==> config.mk <==
export PLATFORM = sky130hd
export DESIGN_NAME = pmx_top
export DESIGN_NICKNAME = d
export VERILOG_FILES = /design/src/core/pmx_pkg.sv /design/src/core/pmx_irq_if.sv /design/src/core/pmx_pin_sel.sv /design/src/core/pmx_vbus_gate.sv /design/src/core/pmx_top.sv
export SDC_FILE = /design/constraint.sdc
export NUM_CORES = 1
export LEC_CHECK = 0
export BUFFER_PORTS_ARGS = -buffer_cell sky130_fd_sc_hd__buf_4
export CORE_UTILIZATION = 52
export CTS_CLUSTER_SIZE = 25
export DETAILED_ROUTE_END_ITERATION = 7
export HOLD_SLACK_MARGIN = 0.08
export MAX_ROUTING_LAYER = met4
export PLACE_DENSITY = 0.93
export SYNTH_ARGS = -nofsm -noshare
export SYNTH_HDL_FRONTEND = slang
export SYNTH_SLANG_ARGS = --single-unit
==> constraint.sdc <==
create_clock -name sys_clk -period 3.2 [get_ports sys_clk]
set_input_delay 0.32 -clock sys_clk [delete_from_list [all_inputs] [get_ports sys_clk]]
set_output_delay 0.32 -clock sys_clk [all_outputs]
set_load 0.005 [all_outputs]
==> src/core/pmx_pkg.sv <==
/*
 * Constants for the power-mode and external interrupt configuration block.
 * Assumes an 8-bit special function register port from the CPU core and a
 * CPU sequencer that reports instruction completion.
 */
package pmx_pkg;
  localparam logic [7:0] PMX_ADDR_PWR  = 8'h87;
  localparam logic [7:0] PMX_ADDR_EXT  = 8'he4;
  localparam logic [7:0] PMX_ADDR_VPRI = 8'hf7;
  localparam logic [7:0] PMX_ADDR_VEN  = 8'he7;
  localparam logic [7:0] PMX_RST_PWR   = 8'h00;
  localparam logic [7:0] PMX_RST_EXT   = 8'h01;
  localparam logic [7:0] PMX_RST_VPRI  = 8'h00;
  localparam logic [7:0] PMX_RST_VEN   = 8'h00;
  localparam int PMX_IDLE_BIT = 0;
  localparam int PMX_STOP_BIT = 1;
  localparam int PMX_FLAG_LO  = 2;
  localparam int PMX_FLAG_HI  = 7;
  localparam int PMX_A_POL    = 3;
  localparam int PMX_B_POL    = 7;
  localparam int PMX_A_SEL_LO = 0;
  localparam int PMX_B_SEL_LO = 4;
  localparam int PMX_SEL_W    = 3;
  localparam int PMX_MCD_TIMEOUT_US = 100;
  localparam int PMX_CLK_MHZ  = 100;
  localparam int PMX_MCD_CYC  = PMX_MCD_TIMEOUT_US * PMX_CLK_MHZ;
  typedef enum logic [2:0] {
    PMX_RUN  = 3'b001,
    PMX_IDLE = 3'b010,
    PMX_STOP = 3'b100
  } pmx_state_t;
endpackage

==> src/core/pmx_irq_if.sv <==
/*
 * Carrier between the top and the external interrupt pin selector.
 * Assumes port 0 is sampled synchronously to sys_clk.
 */
`timescale 1ns/1ps
interface pmx_irq_if;
  logic [7:0] port0;
  logic [2:0] sel;
  logic       pol;
  logic       active;
  modport top (output port0, output sel, output pol, input active);
  modport sel_side (input port0, input sel, input pol, output active);
endinterface

==> src/core/pmx_pin_sel.sv <==
/*
 * Picks one port 0 pin and applies the polarity for one external interrupt.
 * Assumes pin levels are synchronous; it only reads them.
 */
`timescale 1ns/1ps
module pmx_pin_sel (
  // Clock and reset
  input wire logic    sys_clk,
  input wire logic    srst,
  // Selection
  pmx_irq_if.sel_side irq
);
  import pmx_pkg::*;

  // Registered so the request is a clean flop output
  always_ff @(posedge sys_clk) begin
    if (srst) begin
      irq.active <= 1'b0;
    end else begin
      irq.active <= irq.port0[irq.sel] ^ ~irq.pol;
    end
  end
endmodule

==> src/core/pmx_vbus_gate.sv <==
/*
 * Gates the VBUS level interrupt and splits it into priority levels.
 * Assumes the CPU interrupt logic arbitrates the two outputs.
 */
`timescale 1ns/1ps
module pmx_vbus_gate (
  // Inputs
  input wire logic  vbus_req,
  input wire logic  enable,
  input wire logic  priority_hi,
  // Outputs
  output logic      req_hi,
  output logic      req_lo
);
  assign req_hi = vbus_req & enable & priority_hi;
  assign req_lo = vbus_req & enable & ~priority_hi;
endmodule

==> src/core/pmx_top.sv <==
/*
 * Power-mode control, VBUS interrupt enable/priority and external interrupt
 * pin routing. Registers sit on the CPU's special function register port.
 * Assumes the CPU asserts insn_done at the end of each instruction and that
 * reset sources (watchdog, missing clock detector, pin) feed srst.
 */
`timescale 1ns/1ps
module pmx_top
  import pmx_pkg::*;
(
  // Clock and reset
  input  wire logic       sys_clk,
  input  wire logic       srst,
  // Register port
  input  wire logic [7:0] sfr_addr,
  input  wire logic       sfr_wr,
  input  wire logic [7:0] sfr_wdata,
  input  wire logic       sfr_rd,
  output logic [7:0]      sfr_rdata,
  // CPU sequencer
  input  wire logic       insn_done,
  input  wire logic       irq_pending,
  output logic            cpu_halt,
  output logic            digital_stop,
  output logic            int_osc_stop,
  output pmx_pkg::pmx_state_t pwr_state,
  // Interrupt sources
  input  wire logic [7:0] port0_pins,
  input  wire logic       vbus_level_req,
  output logic            ext_irq_a,
  output logic            ext_irq_b,
  output logic            vbus_irq_hi,
  output logic            vbus_irq_lo,
  // Watchdog and suspend
  input  wire logic       watchdog_enabled,
  output logic            watchdog_run,
  input  wire logic       osc_suspend_req,
  input  wire logic       usb_event,
  input  wire logic       vbus_level,
  input  wire logic       vbus_wake_polarity,
  output logic            osc_suspended
);
  import pmx_pkg::*;

  // ********************************
  // Registers
  // ********************************
  logic [5:0] scratch_flags;
  logic [7:0] ext_cfg;
  logic       vbus_irq_priority;
  logic       vbus_irq_enable;
  logic       idle_req;
  logic       stop_req;
  pmx_state_t state;
  pmx_state_t next_state;

  function automatic logic hit(input logic [7:0] a, input logic [7:0] target);
    hit = (a == target);
  endfunction

  always_ff @(posedge sys_clk) begin
    if (srst) begin
      scratch_flags <= PMX_RST_PWR[PMX_FLAG_HI:PMX_FLAG_LO];
    end else if (sfr_wr && hit(sfr_addr, PMX_ADDR_PWR)) begin
      scratch_flags <= sfr_wdata[PMX_FLAG_HI:PMX_FLAG_LO];
    end
  end

  always_ff @(posedge sys_clk) begin
    if (srst) begin
      ext_cfg <= PMX_RST_EXT;
    end else if (sfr_wr && hit(sfr_addr, PMX_ADDR_EXT)) begin
      ext_cfg <= sfr_wdata;
    end
  end

  always_ff @(posedge sys_clk) begin
    if (srst) begin
      vbus_irq_priority <= PMX_RST_VPRI[0];
      vbus_irq_enable   <= PMX_RST_VEN[0];
    end else begin
      if (sfr_wr && hit(sfr_addr, PMX_ADDR_VPRI)) begin
        vbus_irq_priority <= sfr_wdata[0];
      end
      if (sfr_wr && hit(sfr_addr, PMX_ADDR_VEN)) begin
        vbus_irq_enable <= sfr_wdata[0];
      end
    end
  end

  // ********************************
  // Mode requests
  // ********************************
  // Requests wait for the writing instruction to finish before acting
  always_ff @(posedge sys_clk) begin
    if (srst) begin
      idle_req <= 1'b0;
      stop_req <= 1'b0;
    end else if (sfr_wr && hit(sfr_addr, PMX_ADDR_PWR)) begin
      stop_req <= sfr_wdata[PMX_STOP_BIT];
      idle_req <= sfr_wdata[PMX_IDLE_BIT] & ~sfr_wdata[PMX_STOP_BIT];
    end else if (insn_done) begin
      idle_req <= 1'b0;
      stop_req <= 1'b0;
    end
  end

  always_comb begin
    next_state = state;
    case (state)
      PMX_RUN: begin
        if (insn_done && stop_req) begin
          next_state = PMX_STOP;
        end else if (insn_done && idle_req) begin
          next_state = PMX_IDLE;
        end
      end
      PMX_IDLE: begin
        if (irq_pending) begin
          next_state = PMX_RUN;
        end
      end
      PMX_STOP: begin
        next_state = PMX_STOP;
      end
      default: next_state = PMX_RUN;
    endcase
  end

  // Reset leaves any mode; the CPU restarts at its reset vector
  always_ff @(posedge sys_clk) begin
    if (srst) begin
      state <= PMX_RUN;
    end else begin
      state <= next_state;
    end
  end

  assign pwr_state    = state;
  assign cpu_halt     = (state != PMX_RUN);
  assign digital_stop = (state == PMX_STOP);
  assign watchdog_run = watchdog_enabled && (state != PMX_STOP);

  // ********************************
  // Oscillator suspend
  // ********************************
  logic suspended;
  always_ff @(posedge sys_clk) begin
    if (srst) begin
      suspended <= 1'b0;
    end else if (usb_event || (vbus_level == vbus_wake_polarity)) begin
      suspended <= 1'b0;
    end else if (osc_suspend_req) begin
      suspended <= 1'b1;
    end
  end
  assign osc_suspended = suspended;
  assign int_osc_stop  = suspended || (state == PMX_STOP);

  // ********************************
  // Interrupt routing
  // ********************************
  pmx_irq_if irq_a ();
  pmx_irq_if irq_b ();
  assign irq_a.port0 = port0_pins;
  assign irq_a.sel   = ext_cfg[PMX_A_SEL_LO +: PMX_SEL_W];
  assign irq_a.pol   = ext_cfg[PMX_A_POL];
  assign irq_b.port0 = port0_pins;
  assign irq_b.sel   = ext_cfg[PMX_B_SEL_LO +: PMX_SEL_W];
  assign irq_b.pol   = ext_cfg[PMX_B_POL];

  pmx_pin_sel u_sel_a (
    .sys_clk (sys_clk),
    .srst    (srst),
    .irq     (irq_a)
  );
  pmx_pin_sel u_sel_b (
    .sys_clk (sys_clk),
    .srst    (srst),
    .irq     (irq_b)
  );
  assign ext_irq_a = irq_a.active;
  assign ext_irq_b = irq_b.active;

  pmx_vbus_gate u_vbus (
    .vbus_req    (vbus_level_req),
    .enable      (vbus_irq_enable),
    .priority_hi (vbus_irq_priority),
    .req_hi      (vbus_irq_hi),
    .req_lo      (vbus_irq_lo)
  );

  // ********************************
  // Read back
  // ********************************
  always_ff @(posedge sys_clk) begin
    if (srst) begin
      sfr_rdata <= 8'h00;
    end else if (sfr_rd) begin
      case (sfr_addr)
        PMX_ADDR_PWR:  sfr_rdata <= {scratch_flags, 2'b00};
        PMX_ADDR_EXT:  sfr_rdata <= ext_cfg;
        PMX_ADDR_VPRI: sfr_rdata <= {7'h00, vbus_irq_priority};
        PMX_ADDR_VEN:  sfr_rdata <= {7'h00, vbus_irq_enable};
        default:       sfr_rdata <= 8'h00;
      endcase
    end
  end

  // ********************************
  // Checks
  // ********************************
  vbus_gate_a: assert property (@(posedge sys_clk) disable iff (srst)
    !vbus_irq_enable |-> !(vbus_irq_hi || vbus_irq_lo)) else $error("vbus passed while disabled");
  vbus_prio_a: assert property (@(posedge sys_clk) disable iff (srst)
    (vbus_level_req && vbus_irq_enable && vbus_irq_priority) |-> vbus_irq_hi && !vbus_irq_lo)
    else $error("vbus priority wrong");
  vpri_read_a: assert property (@(posedge sys_clk) disable iff (srst)
    (sfr_rd && sfr_addr == PMX_ADDR_VPRI) |=> sfr_rdata[7:1] == 7'h00) else $error("vbus prio upper bits");
  ext_a_pin_a: assert property (@(posedge sys_clk) disable iff (srst)
    $stable(ext_cfg) |=> ext_irq_a == $past(port0_pins[ext_cfg[PMX_A_SEL_LO +: PMX_SEL_W]] ~^ ext_cfg[PMX_A_POL]))
    else $error("ext a routing");
  ext_b_pin_a: assert property (@(posedge sys_clk) disable iff (srst)
    $stable(ext_cfg) |=> ext_irq_b == $past(port0_pins[ext_cfg[PMX_B_SEL_LO +: PMX_SEL_W]] ~^ ext_cfg[PMX_B_POL]))
    else $error("ext b routing");
  idle_wake_a: assert property (@(posedge sys_clk) disable iff (srst)
    (state == PMX_IDLE && irq_pending) |=> state == PMX_RUN && !cpu_halt) else $error("idle no wake");
  stop_hold_a: assert property (@(posedge sys_clk) disable iff (srst)
    state == PMX_STOP |=> state == PMX_STOP && int_osc_stop) else $error("stop left");
  mode_read_a: assert property (@(posedge sys_clk) disable iff (srst)
    (sfr_rd && sfr_addr == PMX_ADDR_PWR) |=> sfr_rdata[1:0] == 2'b00) else $error("mode bits read");
  both_stop_a: assert property (@(posedge sys_clk) disable iff (srst)
    (sfr_wr && sfr_addr == PMX_ADDR_PWR && sfr_wdata[1:0] == 2'b11 && state == PMX_RUN) ##1 insn_done
    |=> state == PMX_STOP) else $error("stop not preferred");
  wdt_idle_a: assert property (@(posedge sys_clk) disable iff (srst)
    (state == PMX_IDLE && watchdog_enabled) |-> watchdog_run) else $error("watchdog halted");
endmodule

Yosys cells after proc, flatten, opt, wreduce, memory -nomap -nowiden. Index checks and enable logic that the tools add are counted.

Add/sub/neg operators: 0. Multiply operators: 0. Divide/modulo/power cells: 0. Magnitude comparators: 2. Equality and inequality tests: 12. Shift-type cells: 0. Muxes and demuxes: 12. Bitwise gates (word level): 10. Reduce and logical (&&, ||, !) cells: 12.

Operators by type and width (count): $eq A8 B8 Y1 const B (4); $pmux W8 S4 (1); $mux W3 (3); $pmux W3 S3 (1); $lt A3 B4 Y1 const B (2); $logic_and A1 B1 Y1 (7); $bmux W1 S3 (2); $ne A3 B3 Y1 const B (2); $mux W1 (5); $and A1 B1 Y1 (4); $not A1 Y1 (4); $eq A3 B1 Y1 const B (1); $eq A3 B2 Y1 const B (1); $eq A3 B3 Y1 const B (1); $ne A3 B1 Y1 const B (1); $logic_or A1 B1 Y1 (2); $ne A2 B2 Y1 const B (1); $reduce_and A2 Y1 (1); $reduce_bool A2 Y1 (1); $reduce_or A2 Y1 (1); $xor A1 B1 Y1 (2); $eq A1 B1 Y1 (1).

Bits in registers: 32. Bits in latches: 0. RAM bits: 0. ROM bits: 0. Bits of input ports: 36. Output and inout bits: 20. Logic and storage cells: 59. Memories: 0.

Logic depth before layout (Yosys ltp).
Depth in word-level cells: 4. Gate-level depth with buffers: 6. Gate-level depth less buffers: 4.

Hierarchy. A second synthesis with hierarchy kept.

Cell total of the unflattened synthesis: 156. Area, all modules: 1497.7 um^2.

Modules (own cells, without submodules): pmx_top (times used 1, cells an instance 134, area each 1256.2 um^2, seq. area each 600.6 um^2); pmx_pin_sel (times used 2, cells an instance 10, area each 112.6 um^2, seq. area each 20.0 um^2); pmx_vbus_gate (times used 1, cells an instance 2, area each 16.3 um^2, seq. area each 0.0 um^2).

Least setup slack after synthesis. OpenSTA, ideal clock, no wires.

Path kind: input to register. Start: input port sfr_addr[1]. End: register ext_cfg[0]. Setup time: 120 ps. Arrival time: 1618 ps. Data required time: 3080 ps. Slack: 1463 ps. Cell stages on the path: 6. Path buffers: 2. Path through: buf_4 -> or3_4 -> buf_6 -> nor3_4 -> nor2_1 -> a211o_1.

Longest elaborated chain between the ends: 2.

RTL lines: from (decl) (RTL line pmx_top.sv:15) `input wire logic [7:0] sfr_addr,`; $eq A8 B8 Y1 (RTL line pmx_top.sv:58) `hit = (a == target);`; $logic_and A1 B1 Y1 (RTL line pmx_top.sv:72) `end else if (sfr_wr && hit(sfr_addr, PMX_ADDR_EXT)) begin`; to (signal assigned) (RTL line pmx_top.sv:73) `ext_cfg <= sfr_wdata;`; to (decl) (RTL line pmx_top.sv:49) `logic [7:0] ext_cfg;`.

No other way between the ends. A chain may end at the register's enable or synchronous reset.

Worst setup path in the final report.
Start: register state[2] (netlist: pwr_state[2]). End: output port int_osc_stop.

Longest elaborated chain between the ends: 2.

RTL lines: from (decl) (RTL line pmx_top.sv:54) `pmx_state_t state;`; from (signal assigned) (RTL line pmx_top.sv:135) `state <= next_state;`; $eq A3 B3 Y1 (RTL line pmx_top.sv:158) `assign int_osc_stop = suspended || (state == PMX_STOP);`; $logic_or A1 B1 Y1 (RTL line pmx_top.sv:158); to (decl) (RTL line pmx_top.sv:25) `output logic int_osc_stop,`.

No other way between the ends.

==> impl_metrics.env <==
export IMPL_synth_fa_ha_area_frac=0
export IMPL_use_met3=0.0622
export IMPL_worst_slack_ps=1410
export IMPL_setup_viol=0
export IMPL_synth_area_leaders="dfxtp_1 (41%), mux2i_1 (11%), nor2_1 (6.9%)"
export IMPL_final_hold_violation_count=0
export IMPL_yosys_area_top_type="dfxtp_1"
export IMPL_routabilityCongestion=0.864
export IMPL_clock_root_buffer="clkbuf_4"
export IMPL_synthXorXnorAreaFrac=0.0112
export IMPL_synth_warnings=0
export IMPL_gr_total_overflow=0
export IMPL_io_buffers=55
export IMPL_max_freq_mhz=559
export IMPL_drc=10
export IMPL_cp_cell_sequence="nor3b_1 -> or2_2 -> buf_4"
export IMPL_reg2reg_from="ext_cfg[0]"
export IMPL_slew_violations=0
export IMPL_ys_seq_area_frac=0.409
export IMPL_leakagePower_nw=0.821
export IMPL_cts_resized=0
export IMPL_worstPathRequired_ps=2880
export IMPL_p_per_area_nw_per_um2=387
export IMPL_die_w_um=56.9
export IMPL_drtAntennaViolNets=0
export IMPL_yosys_area_share_simple=0.268
export IMPL_slew_headroom=0.639
export IMPL_synth_top_cell_area_share=0.409
export IMPL_ys_flop_type="dfxtp_1"
export IMPL_die_area_um2=3240
export IMPL_pre_cts_ws_ps=1320
export IMPL_combPwrFrac=0.101
export IMPL_grt_usage=0.247
export IMPL_area_delta_synth_final_pct=29.2
export IMPL_drt_wl_total_um=3690
export IMPL_ys_seq_elements=32
export IMPL_cp_arrival_ps=1470
export IMPL_cts_setup_buffers=0
export IMPL_vias_per_cell=5.85
export IMPL_synth_compound_area_frac=0.0854
export IMPL_core_area_um2=2810
export IMPL_synth_most_common_cell="dfxtp_1"
export IMPL_met1_usage=0.306
export IMPL_crit_type="flip-flop to primary output"
export IMPL_status="finished with violations"
export IMPL_nets=257
export IMPL_die_y_um=56.9
export IMPL_failed_checks="design-rule violations"
export IMPL_path_delay_family="simple AND/OR/NAND/NOR gates"
export IMPL_synthMuxAreaShare=0.172
export IMPL_rows=19
export IMPL_swShare=0.226
export IMPL_power_switching_w=0.000177
export IMPL_postCtsHoldBufs=0
export IMPL_min_to="osc_suspended"
export IMPL_cts_buffer_depth=2
export IMPL_r2r_slack_ps=1710
export IMPL_synth_area_um2=1570
export IMPL_syn_num_nets=206
export IMPL_hold_slack_ps=127
export IMPL_min_period_over_period=0.559
export IMPL_crit_fanout=5
export IMPL_worstRegToRegCells=4
export IMPL_postSynthCellCount=170
export IMPL_timing_rr_end="u_sel_a.irq.active"
export IMPL_wl_per_cell_um=14.6
export IMPL_start_util=0.559
export IMPL_routed_via_count=1481
export IMPL_firstDrtPassIters=6
export IMPL_finalCriticalPeriod_ps=1790
export IMPL_rsz0062_at_grt="no"
export IMPL_internal_power_w=0.000606
export IMPL_synth_top_family_by_area="simple AND/OR/NAND/NOR gates"
export IMPL_ir_drop_mv=0.246
export IMPL_grt_busiest_layer="met2"
export IMPL_maxCapViolations=0
export IMPL_synth_edf_count=0
export IMPL_cts_num_sinks=32
export IMPL_drt_initial_drc_count=90
export IMPL_worst_pin_slew_ps=540
export IMPL_tns_ps=0
export IMPL_grt_met2_usage=0.392
export IMPL_pwr_share_clk=0.387
export IMPL_synth_avg_cell_area_um2=9.22
export IMPL_cp_start_kind="flip-flop"
export IMPL_synth_common_cells="dfxtp_1 (32), nor2_1 (29), mux2i_1 (18)"
export IMPL_seq_power_share=0.512
export IMPL_fin_skew_ps=6.26
export IMPL_fillers=229
export IMPL_cts_tree="built"
export IMPL_synth_cell_types=35
export IMPL_hpwl_um=2730
export IMPL_cts_buffers=5
export IMPL_whs_path_depth=2
export IMPL_clk_latency_ps=340
export IMPL_antenna_found_initial=0
export IMPL_num_antenna_cells=0
export IMPL_clk_pin_slew_ps=100
export IMPL_post_route_cells_drive_above_1_share=0.320
export IMPL_grt_max_degree=33
export IMPL_htreeDepth=2
export IMPL_grt_pass1_wl_um=5870
export IMPL_slowest_stage="nor3b_1"
export IMPL_crit_buf_inv=1
export IMPL_grt_pass1_vias=1310
export IMPL_min_delay_start="usb_event"
export IMPL_slowest_delay_ps=470
export IMPL_num_io_pins=56
export IMPL_hold_class="input pin to flip-flop"
export IMPL_cp_end_kind="primary output"
export IMPL_async_reset_ff_frac=0
how the worst max path moves through the flow:
| stage | depth (start not counted) | to | from |
|---|---|---|---|
| 2_1_floorplan | 6 | ext_cfg[0] | sfr_addr[1] |
| 3_3_place_gp | 5 | scratch_flags[3] | sfr_addr[6] |
| 3_5_place_dp | 5 | scratch_flags[2] | sfr_addr[6] |
| 4_1_cts | 3 | int_osc_stop | pwr_state[2] |
| 5_1_grt | 3 | int_osc_stop | pwr_state[2] |
| 6_report | 3 | int_osc_stop | pwr_state[2] |
cell usage in the layout, fill, tap and decap left out, types with 2 or more instances in the layout:
cell      synthesis  layout
dfxtp_1          32      32
clkbuf_4          0       5
nor2b_1           7       7
buf_4             1      55
inv_1             4       4
nand2b_1          2       2
xnor2_1           2       2
a21oi_1          11      11
nand4b_1          2       2
mux4_2            4       4
nor3b_1           2       2
nor3_4            2       2
o22ai_1           7       7
or3b_1            2       2
nand2_1           5       5
nor4_1            3       3
o21ai_0           2       2
mux2i_1          18      18
nand4_1           2       2
nand3_1          12      12
nor2_1           29      29
worst reg2reg max path, cell delays in order, from the launching register on:
cell     delay [ps]
dfxtp_1         460
mux4_2          550
mux2i_1         170
xnor2_1         160
nor2_1           50
registers in the layout (all words and copies together), names as in the netlist:
signal / cells
u_sel_b.irq.active: 1
osc_suspended: 1
ext_cfg: 8
sfr_rdata: 8
idle_req: 1
vbus_irq_priority: 1
vbus_irq_enable: 1
stop_req: 1
scratch_flags: 6
u_sel_a.irq.active: 1
pwr_state: 3
cell families after synthesis:
kind of cell    Yosys count
simple gates             76
flops                    32
compound gates           23
buf+inv                  15
xor+xnor                  2
mux                      22
power by group through the flow:
stage / logic [W] / registers, W / clock network [W]
after global placement: 0.0000755 / 0.000410 / 0
after detailed placement: 0.0000780 / 0.000410 / 0
after global routing: 0.0000857 / 0.000401 / 0.000328
after floorplan: 0.0000349 / 0.000410 / 0
after CTS: 0.0000784 / 0.000401 / 0.000308
final: 0.0000791 / 0.000401 / 0.000303
final cells by class:
| type | instances | area [µm²] | area share |
|---|---|---|---|
| multi-input combinational | 123 | 842 | 0.416 |
| clock inverter | 2 | 35.0 | 0.0173 |
| clock buffer | 6 | 41.3 | 0.0204 |
| tap | 31 | 38.8 | 0.0191 |
| timing repair buffer | 55 | 413 | 0.204 |
| inverter | 4 | 15.0 | 0.00741 |
| sequential | 32 | 641 | 0.316 |
per-stage QoR:
step            util  power [W]  cells  area, µm²
2_1_floorplan      -   0.000445    170       1570
3_3_place_gp   0.695   0.000486    245       1950
3_5_place_dp   0.695   0.000488    245       1950
4_1_cts        0.722   0.000787    253       2030
5_1_grt        0.722   0.000815    253       2030
6_report       0.722   0.000783    253       2030
per-layer routing:
layer,vias to the layer above,wire length [µm]
met4,0,65
met5,-,0
met1,686,1470
met3,8,314
li1,712,-
met2,75,1840
(Power assumes the default switching activity.)
